===== src/cto_pkg.sv =====
package cto_pkg;

    // ----------------------------------------------------------------
    // Opcodes
    // ----------------------------------------------------------------
    localparam logic [15:0] OP_MAC_FROM_ED   = 16'h27B1;
    localparam logic [15:0] OP_MAC_FROM_E    = 16'h27B2;
    localparam logic [15:0] OP_MAC_UNPACK    = 16'h27B3;
    localparam logic [15:0] OP_MAC_ROUND_E   = 16'h27B4;
    localparam logic [15:0] OP_MAC_TRUNC_E   = 16'h27B5;
    localparam logic [15:0] OP_EXT_BANK_B    = 16'h27BB;
    localparam logic [15:0] OP_STK_BANK_B    = 16'h37AF;
    localparam logic [15:0] OP_TST_IND8_X    = 16'h0006;
    localparam logic [15:0] OP_TST_IND8_Y    = 16'h0016;
    localparam logic [15:0] OP_TST_IND8_Z    = 16'h0026;
    localparam logic [15:0] OP_TST_IND16_X   = 16'h1706;
    localparam logic [15:0] OP_TST_IND16_Y   = 16'h1716;
    localparam logic [15:0] OP_TST_IND16_Z   = 16'h1726;
    localparam logic [15:0] OP_TST_EXT       = 16'h1736;
    localparam logic [15:0] OP_TST_A         = 16'h3706;
    localparam logic [15:0] OP_TST_B         = 16'h3716;
    localparam logic [15:0] OP_TST_D         = 16'h27F6;
    localparam logic [15:0] OP_TST_E         = 16'h2776;
    localparam logic [15:0] OP_FLAGS_FROM_D  = 16'h372D;
    localparam logic [15:0] OP_FLAGS_TO_A    = 16'h37FC;
    localparam logic [15:0] OP_FLAGS_TO_D    = 16'h372C;
    localparam logic [15:0] OP_E_TO_D        = 16'h27FB;

    // ----------------------------------------------------------------
    // Cycle counts
    // ----------------------------------------------------------------
    localparam logic [3:0] CYC_MAC_LOAD   = 4'h4;
    localparam logic [3:0] CYC_MAC_ROUND  = 4'h6;
    localparam logic [3:0] CYC_MAC_UNPACK = 4'h6;
    localparam logic [3:0] CYC_TST_MEM    = 4'h6;
    localparam logic [3:0] CYC_FLAGS_LOAD = 4'h4;
    localparam logic [3:0] CYC_SHORT      = 4'h2;

    // ----------------------------------------------------------------
    // Condition code fields
    // ----------------------------------------------------------------
    localparam int CCR_MV = 14;
    localparam int CCR_EV = 12;
    localparam int CCR_N  = 11;
    localparam int CCR_Z  = 10;
    localparam int CCR_V  = 9;
    localparam int CCR_SM = 4;

    localparam logic [15:0] SAT_POS    = 16'h7FFF;
    localparam logic [15:0] SAT_NEG    = 16'h8000;
    localparam logic [35:0] ROUND_BIAS = 36'h000008000;

    // ----------------------------------------------------------------
    // Addressing modes reported for memory tests
    // ----------------------------------------------------------------
    localparam logic [1:0] EA_NONE  = 2'h0;
    localparam logic [1:0] EA_IND8  = 2'h1;
    localparam logic [1:0] EA_IND16 = 2'h2;
    localparam logic [1:0] EA_EXT   = 2'h3;

    // ----------------------------------------------------------------
    // Register map and reset values
    // ----------------------------------------------------------------
    localparam logic [7:0] ADDR_CTRL   = 8'h00;
    localparam logic [7:0] ADDR_STATUS = 8'h04;
    localparam logic [7:0] ADDR_D      = 8'h08;
    localparam logic [7:0] ADDR_E      = 8'h0C;
    localparam logic [7:0] ADDR_X      = 8'h10;
    localparam logic [7:0] ADDR_CCR    = 8'h14;
    localparam logic [7:0] ADDR_MAC_LO = 8'h18;
    localparam logic [7:0] ADDR_MAC_HI = 8'h1C;
    localparam logic [1:0] RESP_OKAY   = 2'h0;
    localparam logic [1:0] RESP_SLVERR = 2'h2;
    localparam logic       RST_ENABLE  = 1'b1;

    typedef struct packed {
        logic [15:0] d;
        logic [15:0] e;
        logic [15:0] x;
        logic [15:0] ccr;
        logic [35:0] mac;
    } cto_regs_s;

    localparam cto_regs_s RST_REGS = '0;

    typedef enum logic [1:0] {
        ST_IDLE = 2'b01,
        ST_EXEC = 2'b10
    } cto_state_e;

endpackage


===== src/cto_mac_round.sv =====
`timescale 1ns/1ps
module cto_mac_round (
    // Accumulator and mode
    input  wire logic [35:0] mac,
    input  wire logic        roundEn,
    input  wire logic        satMode,
    input  wire logic        mvIn,
    input  wire logic        evIn,
    // Result
    output logic      [15:0] eOut,
    output logic             mvOut,
    output logic             evOut
);
    import cto_pkg::*;

    logic [35:0] temp;

    // Bias is positive, so overflow only turns a positive value negative
    always_comb begin
        temp  = roundEn ? mac + ROUND_BIAS : mac;
        mvOut = roundEn ? (!mac[35] && temp[35]) : mvIn;
        evOut = roundEn ? !((&temp[35:31]) || !(|temp[35:31])) : evIn;
        if (satMode && (mvOut || evOut)) begin
            // Original sign chosen: temp sign is wrong after overflow
            eOut = mac[35] ? SAT_NEG : SAT_POS;
        end else begin
            eOut = temp[31:16];
        end
    end
endmodule


===== src/cto_core.sv =====
// Summary of operation
// [RULE1] 27B1: E:D into MAC low 32, sign-extend, clear MV/EV, 4 cycles
// [RULE2] 27B2: E into MAC 31:16, zero low half, sign-extend, clear MV/EV
// [RULE3] 27B4: round MAC; saturate or take bits 31:16 into E, 6 cycles
// [RULE4] Rounded transfer updates MV, EV, N and Z only
// [RULE5] 27B5: saturate or MAC 31:16 into E, N and Z only, 2 cycles
// [RULE6] 27B3: MAC into X (sign-extended high), E, D; no flags, 6 cycles
// [RULE7] 27BB: extension bank into B low nibble, B high nibble zero
// [RULE8] 37AF: stack bank into B low nibble, B high nibble zero
// [RULE9] Memory byte test sets N, Z, clears V; 8/16-bit/extended, 6 cycles
// [RULE10] 3706: test A, set N and Z, clear V, 2 cycles
// [RULE11] 3716: test B, set N and Z, clear V, 2 cycles
// [RULE12] 27F6: test D, set N and Z, clear V, 2 cycles
// [RULE13] 2776: test E, set N and Z, clear V, 2 cycles
// [RULE14] D into flags bits 15:4, program bank field kept
// [RULE15] Flags to A or D and E to D in 2 cycles; E to D sets N, Z
// [RULE16] Flag bits not named by an instruction keep their value; the code clears V on E to D
//
// The register addresses and the AXI4-Lite register port were decided locally.
`timescale 1ns/1ps
module cto_core (
    // Clock and reset
    input  wire logic              clk,
    input  wire logic              reset,
    // Instruction from fetch
    input  wire logic              opValid,
    input  wire logic [15:0]       opcode,
    input  wire logic [7:0]        memData,
    input  wire logic [3:0]        extBank,
    input  wire logic [3:0]        stackBank,
    output logic                   opReady,
    output logic                   opDone,
    output logic [1:0]             eaMode,
    output cto_pkg::cto_regs_s     regsOut,
    // AXI4-Lite slave
    input  wire logic [7:0]        s_axi_awaddr,
    input  wire logic              s_axi_awvalid,
    output logic                   s_axi_awready,
    input  wire logic [31:0]       s_axi_wdata,
    input  wire logic [3:0]        s_axi_wstrb,
    input  wire logic              s_axi_wvalid,
    output logic                   s_axi_wready,
    output logic [1:0]             s_axi_bresp,
    output logic                   s_axi_bvalid,
    input  wire logic              s_axi_bready,
    input  wire logic [7:0]        s_axi_araddr,
    input  wire logic              s_axi_arvalid,
    output logic                   s_axi_arready,
    output logic [31:0]            s_axi_rdata,
    output logic [1:0]             s_axi_rresp,
    output logic                   s_axi_rvalid,
    input  wire logic              s_axi_rready
);
    import cto_pkg::*;

    cto_state_e  state;
    cto_regs_s   regs;
    cto_regs_s   next_regs;
    logic [15:0] curOp;
    logic [7:0]  curData;
    logic [3:0]  cnt;
    logic [3:0]  opCyc;
    logic        opKnown;
    logic        accept;
    logic        commit;
    logic        enable;
    logic        lastIllegal;
    logic [15:0] satE;
    logic        satMv;
    logic        satEv;
    logic        awHeld;
    logic        wHeld;
    logic [7:0]  awAddr;
    logic [31:0] wData;
    logic [3:0]  wStrb;

    // ----------------------------------------------------------------
    // Decode
    // ----------------------------------------------------------------
    always_comb begin
        opKnown = 1'b1;
        case (opcode)
            OP_MAC_FROM_ED, OP_MAC_FROM_E: opCyc = CYC_MAC_LOAD;
            OP_MAC_ROUND_E:                opCyc = CYC_MAC_ROUND;
            OP_MAC_UNPACK:                 opCyc = CYC_MAC_UNPACK;
            OP_FLAGS_FROM_D:               opCyc = CYC_FLAGS_LOAD;
            OP_TST_IND8_X, OP_TST_IND8_Y, OP_TST_IND8_Z,
            OP_TST_IND16_X, OP_TST_IND16_Y, OP_TST_IND16_Z,
            OP_TST_EXT:                    opCyc = CYC_TST_MEM;
            OP_MAC_TRUNC_E, OP_EXT_BANK_B, OP_STK_BANK_B, OP_TST_A,
            OP_TST_B, OP_TST_D, OP_TST_E, OP_FLAGS_TO_A,
            OP_FLAGS_TO_D, OP_E_TO_D:      opCyc = CYC_SHORT;
            default: begin
                // Unknown codes pass as a short no-op
                opCyc   = CYC_SHORT;
                opKnown = 1'b0;
            end
        endcase
    end

    assign opReady = (state == ST_IDLE) && enable;
    assign accept  = opValid && opReady;
    assign commit  = (state == ST_EXEC) && (cnt == 4'h1);
    assign regsOut = regs;

    // ----------------------------------------------------------------
    // Sequencer
    // ----------------------------------------------------------------
    always_ff @(posedge clk or posedge reset) begin
        if (reset) begin
            state <= ST_IDLE;
            cnt   <= 4'h0;
        end else begin
            unique case (state)
                ST_IDLE: if (accept) begin
                    state <= ST_EXEC;
                    cnt   <= opCyc - 4'h1;
                end
                ST_EXEC: begin
                    cnt <= cnt - 4'h1;
                    if (cnt == 4'h1) begin
                        state <= ST_IDLE;
                    end
                end
            endcase
        end
    end

    always_ff @(posedge clk or posedge reset) begin
        if (reset) begin
            curOp       <= 16'h0000;
            curData     <= 8'h00;
            eaMode      <= EA_NONE;
            lastIllegal <= 1'b0;
        end else if (accept) begin
            curOp       <= opcode;
            curData     <= memData;
            lastIllegal <= !opKnown;
            // [RULE9] operand addressing
            case (opcode)
                OP_TST_IND8_X, OP_TST_IND8_Y, OP_TST_IND8_Z:
                    eaMode <= EA_IND8;
                OP_TST_IND16_X, OP_TST_IND16_Y, OP_TST_IND16_Z:
                    eaMode <= EA_IND16;
                OP_TST_EXT: eaMode <= EA_EXT;
                default:    eaMode <= EA_NONE;
            endcase
        end
    end

    always_ff @(posedge clk or posedge reset) begin
        if (reset) begin
            opDone <= 1'b0;
        end else begin
            opDone <= commit;
        end
    end

    // ----------------------------------------------------------------
    // Datapath
    // ----------------------------------------------------------------
    // [RULE3] rounding and saturation
    cto_mac_round u_round (
        .mac     (regs.mac),
        .roundEn (curOp == OP_MAC_ROUND_E),
        .satMode (regs.ccr[CCR_SM]),
        .mvIn    (regs.ccr[CCR_MV]),
        .evIn    (regs.ccr[CCR_EV]),
        .eOut    (satE),
        .mvOut   (satMv),
        .evOut   (satEv)
    );

    // [RULE16] start from old flags
    always_comb begin
        next_regs = regs;
        case (curOp)
            // [RULE1] load from E and D
            OP_MAC_FROM_ED: begin
                next_regs.mac = {{4{regs.e[15]}}, regs.e, regs.d};
                next_regs.ccr[CCR_MV] = 1'b0;
                next_regs.ccr[CCR_EV] = 1'b0;
            end
            // [RULE2] load upper from E
            OP_MAC_FROM_E: begin
                next_regs.mac = {{4{regs.e[15]}}, regs.e, 16'h0000};
                next_regs.ccr[CCR_MV] = 1'b0;
                next_regs.ccr[CCR_EV] = 1'b0;
            end
            // [RULE4] rounded flag update
            OP_MAC_ROUND_E: begin
                next_regs.e = satE;
                next_regs.ccr[CCR_MV] = satMv;
                next_regs.ccr[CCR_EV] = satEv;
                next_regs.ccr[CCR_N]  = satE[15];
                next_regs.ccr[CCR_Z]  = (satE == 16'h0000);
            end
            // [RULE5] truncated transfer
            OP_MAC_TRUNC_E: begin
                next_regs.e = satE;
                next_regs.ccr[CCR_N] = satE[15];
                next_regs.ccr[CCR_Z] = (satE == 16'h0000);
            end
            // [RULE6] unpack to X, E, D
            OP_MAC_UNPACK: begin
                next_regs.x = {{12{regs.mac[35]}}, regs.mac[35:32]};
                next_regs.e = regs.mac[31:16];
                next_regs.d = regs.mac[15:0];
            end
            // [RULE7] extension bank
            OP_EXT_BANK_B: next_regs.d[7:0] = {4'h0, extBank};
            // [RULE8] stack bank
            OP_STK_BANK_B: next_regs.d[7:0] = {4'h0, stackBank};
            // [RULE9] memory byte test
            OP_TST_IND8_X, OP_TST_IND8_Y, OP_TST_IND8_Z,
            OP_TST_IND16_X, OP_TST_IND16_Y, OP_TST_IND16_Z,
            OP_TST_EXT: begin
                next_regs.ccr[CCR_N] = curData[7];
                next_regs.ccr[CCR_Z] = (curData == 8'h00);
                next_regs.ccr[CCR_V] = 1'b0;
            end
            // [RULE10] test A
            OP_TST_A: begin
                next_regs.ccr[CCR_N] = regs.d[15];
                next_regs.ccr[CCR_Z] = (regs.d[15:8] == 8'h00);
                next_regs.ccr[CCR_V] = 1'b0;
            end
            // [RULE11] test B
            OP_TST_B: begin
                next_regs.ccr[CCR_N] = regs.d[7];
                next_regs.ccr[CCR_Z] = (regs.d[7:0] == 8'h00);
                next_regs.ccr[CCR_V] = 1'b0;
            end
            // [RULE12] test D
            OP_TST_D: begin
                next_regs.ccr[CCR_N] = regs.d[15];
                next_regs.ccr[CCR_Z] = (regs.d == 16'h0000);
                next_regs.ccr[CCR_V] = 1'b0;
            end
            // [RULE13] test E
            OP_TST_E: begin
                next_regs.ccr[CCR_N] = regs.e[15];
                next_regs.ccr[CCR_Z] = (regs.e == 16'h0000);
                next_regs.ccr[CCR_V] = 1'b0;
            end
            // [RULE14] bank field kept
            OP_FLAGS_FROM_D: next_regs.ccr[15:4] = regs.d[15:4];
            // [RULE15] flag and E transfers
            OP_FLAGS_TO_A: next_regs.d[15:8] = regs.ccr[15:8];
            OP_FLAGS_TO_D: next_regs.d = regs.ccr;
            OP_E_TO_D: begin
                next_regs.d = regs.e;
                next_regs.ccr[CCR_N] = regs.e[15];
                next_regs.ccr[CCR_Z] = (regs.e == 16'h0000);
                next_regs.ccr[CCR_V] = 1'b0;
            end
            default: next_regs = regs;
        endcase
    end

    always_ff @(posedge clk or posedge reset) begin
        if (reset) begin
            regs <= RST_REGS;
        end else if (commit) begin
            regs <= next_regs;
        end
    end

    // ----------------------------------------------------------------
    // Register bus
    // ----------------------------------------------------------------
    // Address and data may arrive in either order; held until both
    assign s_axi_awready = !awHeld && !s_axi_bvalid;
    assign s_axi_wready  = !wHeld && !s_axi_bvalid;
    assign s_axi_arready = !s_axi_rvalid;

    always_ff @(posedge clk or posedge reset) begin
        if (reset) begin
            awHeld       <= 1'b0;
            wHeld        <= 1'b0;
            awAddr       <= 8'h00;
            wData        <= 32'h00000000;
            wStrb        <= 4'h0;
            s_axi_bvalid <= 1'b0;
            s_axi_bresp  <= RESP_OKAY;
            enable       <= RST_ENABLE;
        end else begin
            if (s_axi_awvalid && s_axi_awready) begin
                awHeld <= 1'b1;
                awAddr <= s_axi_awaddr;
            end
            if (s_axi_wvalid && s_axi_wready) begin
                wHeld <= 1'b1;
                wData <= s_axi_wdata;
                wStrb <= s_axi_wstrb;
            end
            if (awHeld && wHeld && !s_axi_bvalid) begin
                awHeld       <= 1'b0;
                wHeld        <= 1'b0;
                s_axi_bvalid <= 1'b1;
                s_axi_bresp  <= (awAddr[7:5] == 3'h0 && awAddr[1:0] == 2'h0)
                                ? RESP_OKAY : RESP_SLVERR;
                if (awAddr == ADDR_CTRL && wStrb[0]) begin
                    enable <= wData[0];
                end
            end else if (s_axi_bvalid && s_axi_bready) begin
                s_axi_bvalid <= 1'b0;
            end
        end
    end

    always_ff @(posedge clk or posedge reset) begin
        if (reset) begin
            s_axi_rvalid <= 1'b0;
            s_axi_rdata  <= 32'h00000000;
            s_axi_rresp  <= RESP_OKAY;
        end else if (s_axi_arvalid && s_axi_arready) begin
            s_axi_rvalid <= 1'b1;
            s_axi_rresp  <= RESP_OKAY;
            case (s_axi_araddr)
                ADDR_CTRL:   s_axi_rdata <= {31'h00000000, enable};
                ADDR_STATUS: s_axi_rdata <= {30'h00000000, lastIllegal,
                                             state == ST_EXEC};
                ADDR_D:      s_axi_rdata <= {16'h0000, regs.d};
                ADDR_E:      s_axi_rdata <= {16'h0000, regs.e};
                ADDR_X:      s_axi_rdata <= {16'h0000, regs.x};
                ADDR_CCR:    s_axi_rdata <= {16'h0000, regs.ccr};
                ADDR_MAC_LO: s_axi_rdata <= regs.mac[31:0];
                ADDR_MAC_HI: s_axi_rdata <= {28'h0000000, regs.mac[35:32]};
                default: begin
                    s_axi_rdata <= 32'h00000000;
                    s_axi_rresp <= RESP_SLVERR;
                end
            endcase
        end else if (s_axi_rvalid && s_axi_rready) begin
            s_axi_rvalid <= 1'b0;
        end
    end
endmodule


===== config.mk =====
export PLATFORM = sky130hd
export DESIGN_NAME = cto_core
export DESIGN_NICKNAME = d
export VERILOG_FILES = /design/src/cto_pkg.sv /design/src/cto_mac_round.sv /design/src/cto_core.sv
export SDC_FILE = /design/constraint.sdc
export NUM_CORES = 1
export LEC_CHECK = 0
export BUFFER_PORTS_ARGS = -buffer_cell sky130_fd_sc_hd__buf_2
export CAP_MARGIN = 10
export CORE_MARGIN = 5
export CORE_UTILIZATION = 35
export DETAILED_ROUTE_END_ITERATION = 7
export SYNTH_ARGS = -nofsm -noshare
export SYNTH_HDL_FRONTEND = slang
export SYNTH_SLANG_ARGS = --single-unit

===== constraint.sdc =====
create_clock -name clk -period 4.4 [get_ports clk]
set_clock_uncertainty 0.1 [all_clocks]
set_input_delay 0.22 -clock clk [delete_from_list [all_inputs] [get_ports clk]]
set_output_delay 0.22 -clock clk [all_outputs]
set_load 0.02 [all_outputs]

Word-level counts from Yosys, hierarchy flattened:

Cells that the tools add are included.

* register bits: 169
* input port bits: 92
* output and inout port bits: 145
* word-level logic and storage cells: 190

* add/subtract/negate cells: 3
* equal/unequal tests: 56
* mux-type cells: 32
* reduce and logical (&&, ||, !) cells: 72

Operators by type and width (count)
* 16-bit by 14-bit == test with 1-bit output (second input constant): 30
* 32-bit one-hot mux with 8 select lines: 1
* 16-bit by 13-bit == test with 1-bit output (second input constant): 8
* 36-bit one-hot mux with 2 select lines: 1
* 16-bit zero test: 3
* 8-bit zero test: 5
* 8-bit one-hot mux with 5 select lines: 1
* 36-bit by 16-bit adder with 36-bit output (second input constant): 1
* 36-bit two-way mux: 1
* 16-bit by 3-bit == test with 1-bit output (second input constant): 2
* 16-bit by 5-bit == test with 1-bit output (second input constant): 2
* 16-bit by 6-bit == test with 1-bit output (second input constant): 2
* 8-bit by 5-bit == test with 1-bit output (second input constant): 4
* 16-bit two-way mux: 2
* 16-bit one-hot mux with 2 select lines: 1
* 8-bit one-hot mux with 3 select lines: 1
* 2-bit AND reduction: 11
* 22-bit OR reduction: 1
* 8-bit by 4-bit == test with 1-bit output (second input constant): 2
* 1-bit logical AND: 16
* 2-bit one-hot mux with 7 select lines: 1
* 2-bit nonzero test: 7
* 12-bit OR reduction: 1
* 1-bit two-way mux: 11
* 29 further kinds: 48

Logic depth before layout (Yosys ltp):

* depth in word-level cells: 12
* depth in mapped cells: 10
* depth with buffers taken out: 9

Modules after synthesis:

A second synthesis with hierarchy kept.

* cells, all modules: 858
* area, all modules: 8789.7 um^2

By module, submodules not included
* cto_core: times used 1, cells an instance 762, area each 8067.7 um^2, sequential area each 4006.3 um^2
* cto_mac_round: times used 1, cells an instance 96, area each 721.9 um^2, sequential area each 0.0 um^2

Worst setup path after synthesis:

Ideal clock, no wire load.

* path kind: register to register
* start point: reg regs (netlist bit regsOut[15])
* end point: reg regs (netlist bit regsOut[77])
* library setup time: 0.126 ns
* arrival: 2.269 ns
* data required time: 4.174 ns
* slack: 1.906 ns
* cell stages (with the launch flop): 10
* buffers on the path: 1
* period minus slack after synthesis: 2.494 ns
* cell sequence: dfrtp_1 ha_1 nand3_1 nor2_1 xnor2_1 o31a_1 buf_2 o21ai_0 a221oi_1 nor2_1

* longest elaborated chain between the ends: 11
* elaborated cells between the ends (all ways): 14
* classes of those cells: add/sub: 1; mux: 5; reduce/logical: 8

RTL lines
* start, declared: RTL line cto_core.sv:57 `cto_regs_s regs;`
* start signal, assigned: RTL line cto_core.sv:265 `regs <= next_regs;`
* 36-bit by 16-bit adder with 36-bit output (*): RTL line cto_mac_round.sv:20 `temp = roundEn ? mac + ROUND_BIAS : mac;`
* 36-bit two-way mux (*): RTL line cto_mac_round.sv:20
* 5-bit OR reduction: RTL line cto_mac_round.sv:22 `evOut = roundEn ? !((&temp[35:31]) || !(|temp[35:31])) : evIn;`
* 1-bit zero test: RTL line cto_mac_round.sv:22
* 1-bit logical OR: RTL line cto_mac_round.sv:22
* 1-bit zero test: RTL line cto_mac_round.sv:22
* 1-bit two-way mux: RTL line cto_mac_round.sv:22
* 1-bit logical OR: RTL line cto_mac_round.sv:23 `if (satMode && (mvOut || evOut)) begin`
* 1-bit logical AND: RTL line cto_mac_round.sv:23
* 16-bit two-way mux (*): RTL line cto_mac_round.sv:23
* 16-bit one-hot mux with 2 select lines (*): RTL line cto_core.sv:177 `case (curOp)`

Every way passes the cells marked *; elsewhere a longest branch is shown, timed or not.
A chain may end at the register's enable or synchronous reset.

Worst setup path in the final report:

* start point: reg curOp[11]
* end point: reg regs (netlist bit regsOut[88])

* longest elaborated chain between the ends: 3
* elaborated cells between the ends (all ways): 8
* classes of those cells: eq/ne: 5; mux: 1; reduce/logical: 2

RTL lines
* start, declared: RTL line cto_core.sv:59 `logic [15:0] curOp;`
* start signal, assigned: RTL line cto_core.sv:136 `curOp <= opcode;`
* 16-bit by 14-bit == test with 1-bit output: RTL line cto_core.sv:177
* 5-bit nonzero test (no source line)
* 2-bit AND reduction (no source line)

Several ways; a longest one is shown, not always the timed one.

==> metrics.md <==
| Metric | Value |
|---|---|
| Area grow syn2layout | `21.2%` |
| Synth Cell Area | `9020 µm²` |
| Worst-path clk slew | `70 ps` |
| Post-synth EDFFs | `0` |
| Post-Route WL | `29400 µm` |
| Setup TNS | `0 ps` |
| Cell taking the most area after synthesis | `dfrtp_1` |
| CTS tree | `built` |
| Initial Util | `0.357` |
| Clk_lat worst skew | `440 ps` |
| Clock power share | `0.414` |
| Clk root buf | `clkbuf_16` |
| Worst-case clock buffer depth | `2` |
| RSZ-0062 raised after global routing | `no` |
| Crit-path max FO | `9` |
| Status | `complete, but fails checks` |
| Antenna cell count | `0` |
| I/O Buffers | `196` |
| Slew at the pin closest to its max-slew limit | `1090 ps` |
| Placed insts | `1401` |
| Crit share post-route | `0.717` |
| Critical Path End Type | `flop` |
| TritonCTS Buffers | `17` |
| Die span in y | `171 µm` |
| Routed length per instance | `20.0 µm` |
| Switching part of the total | `0.295` |
| Vias/cell | `5.67` |
| Worst path arrival time | `3410 ps` |
| Final hold violation count | `0` |
| Post-synth top area share | `0.438` |
| Synth async-reset ratio | `1.00` |
| Final antenna-violating net count | `0` |
| Slack of the critical path | `1250 ps` |
| Worst Path Class, Setup | `flop to flop` |
| Final setup viols | `0` |
| Syn Inst Count | `958` |
| Antenna violations before repair | `1` |
| Crit path cell chain | `and4b_1, nand3_1, nor3_1, nor4_1, a21oi_1, nor2_1, a21oi_1` |
| Min Hold Slack | `17.2 ps` |
| DRC viols | `3` |
| Die area | `29100 µm²` |
| Share of layout cells above drive strength 1 | `0.297` |
| Synth top area cells | `dfrtp_1 (44%), mux2_2 (7.6%), nand2_1 (5.6%)` |
| Slowest stage delay, CP | `820 ps` |
| Die X | `171 µm` |
| YS warnings | `0` |
| Area after DPL | `9990 µm²` |
| Hold crit path type | `primary input to flop` |
| Avg Synthesized Cell Area | `9.42 µm²` |
| Commonest cells after routing, fill and taps aside | `buf_2 (196), dfrtp_1 (158), nand2_1 (133)` |
| H-tree levels | `4` |
| CP top delay family | `simple AND/OR/NAND/NOR gates` |
| Gpl congestion | `0.886` |
| Overall Power | `3.74 mW` |
| Post-CTS sizing | `0` |
| Top Ports | `237` |
| Fin util | `0.433` |
| Ys flop type | `dfrtp_1` |
| First-pass GRT wire length | `45700 µm` |
| Max Slew Vio Count | `0` |
| Sequential area share after synthesis | `0.444` |
| Power per cell area | `342 nW/µm²` |
| Failing checks | `DRC` |
| Combinational share of power | `0.142` |
| Total GRT Usage | `0.198` |
| CP required | `4660 ps` |
| Vias | `8306` |
| Pleak | `5.19 nW` |
| Pint | `2.64 mW` |
| Max Clk Rate | `0.317 GHz` |
| Post-CTS Setup Bufs | `0` |
| Worst setup SP type | `flop` |
| Sw power | `1.10 mW` |
| CP most frequent cell | `a21oi_1` |
| Fin area | `10900 µm²` |
| Largest net degree at the start of global routing | `161` |
| Nets@finish | `1218` |
| Row cnt | `58` |
| Non-filler cells, final | `1466` |
| Distinct cells, synth | `85` |
| DRT iter0 DRCs | `907` |
| Relative slew margins | `0.274` |
| Core area | `25300 µm²` |
| Max VDD drop | `0.229 mV` |
| CTS sink count | `160` |
| #FFs+latches synth | `160` |
| Worst Path Buf+Inv | `0` |
| Drt pass-1 iters | `8` |
| Detailed Place HPWL | `20600 µm` |
| CP max stage cell | `nor3_1` |
| Fill cells | `2514` |
| Most common cell after layout, fill and taps aside | `buf_2` |
| Grt ovf | `0` |
| Vias in the first global route | `7949` |
| Pre-CTS WS | `1410 ps` |
| Sequential Power Share | `0.444` |
| Max Cap Viol | `0` |
| Minimum clock period after layout | `3150 ps` |
-- cells by family after synthesis --
group / Yosys count / share of synthesized area
adders and majority gates: 3 / 0.00416
other: 1 / 0.000416
and+or+nand+nor: 363 / 0.213
AOI/OAI and AO/OA: 233 / 0.170
xor gates and xnor gates: 10 / 0.0105
muxes: 70 / 0.0861
buffers and inverters: 118 / 0.0718
DFF: 160 / 0.444
-- Yosys cell counts, drive strengths merged (4+ instances only) --
| cell type | count |
|---|---|
| a221oi | 8 |
| a31oi | 15 |
| or3 | 6 |
| nor3 | 25 |
| nor4 | 27 |
| o2111ai | 4 |
| nand3 | 33 |
| and3 | 7 |
| mux2 | 61 |
| clkbuf | 43 |
| a21oi | 42 |
| nor3b | 6 |
| or4 | 5 |
| mux2i | 9 |
| a22o | 11 |
| a21o | 13 |
| and3b | 5 |
| or3b | 4 |
| o21a | 4 |
| nor2b | 10 |
| a222oi | 12 |
| o21ai | 85 |
| xnor2 | 8 |
| nor2 | 52 |
| nand2 | 135 |
| o31ai | 5 |
| nand2b | 12 |
| dfrtp | 158 |
| nand4 | 14 |
| a221o | 5 |
| inv | 12 |
| buf | 63 |
| and4 | 4 |
-- cell type report --
type,count,area (µm²),share of cell area
Multi-Input combinational cell,685,4390,0.402
Sequential cell,160,4010,0.366
Timing Repair Buffer,247,1460,0.133
Clock buffer,17,425,0.0389
Tap cell,330,413,0.0377
Clock inverter,15,191,0.0175
Inverter,12,48.8,0.00446
-- power groups by stage --
stage          registers [mW]  clock network, mW  logic, mW
3_5_place_dp             1.69                  0      0.515
6_report                 1.66               1.55      0.531
4_1_cts                  1.66               1.58      0.537
3_3_place_gp             1.69                  0      0.507
2_1_floorplan            1.69                  0      0.354
5_1_grt                  1.68               1.63      0.598
-- flip-flops by register name, indices dropped and copies added (netlist names), 2 cells and up --
register     flops
regsOut         77
s_axi_rdata     32
curOp           16
awAddr           8
curData          8
cnt              4
eaMode           2
state            2
-- per-layer routing --
layer | vias to the layer above | wire, µm | part of all wire | track usage
met5 | - | 0 | 0 | 0
met4 | 0 | 614 | 0.021 | 0.0569
met3 | 45 | 2780 | 0.095 | 0.0506
met2 | 438 | 13400 | 0.46 | 0.311
met1 | 4022 | 12600 | 0.43 | 0.273
li1 | 3801 | - | - | -
-- path summary, 6_finish.rpt --
path,from,to,slack (ps),cells after the start
min,opcode[12],curOp[12],20,2
max reg2reg,curOp[11],regsOut[88],1250,7
max,curOp[11],regsOut[88],1250,7
max in group asynchronous,reset,regsOut[70],3000,4
min in group asynchronous,reset,s_axi_rdata[26],450,4
min reg2reg,s_axi_bresp[1],s_axi_bresp[1],380,2
-- what timing repair did --
item	CTS	global route
endpoints found under the hold margin	33	0
hold buffers	33	0
setup endpoints to repair	0	0
Power figures use the tool's default switching activity.
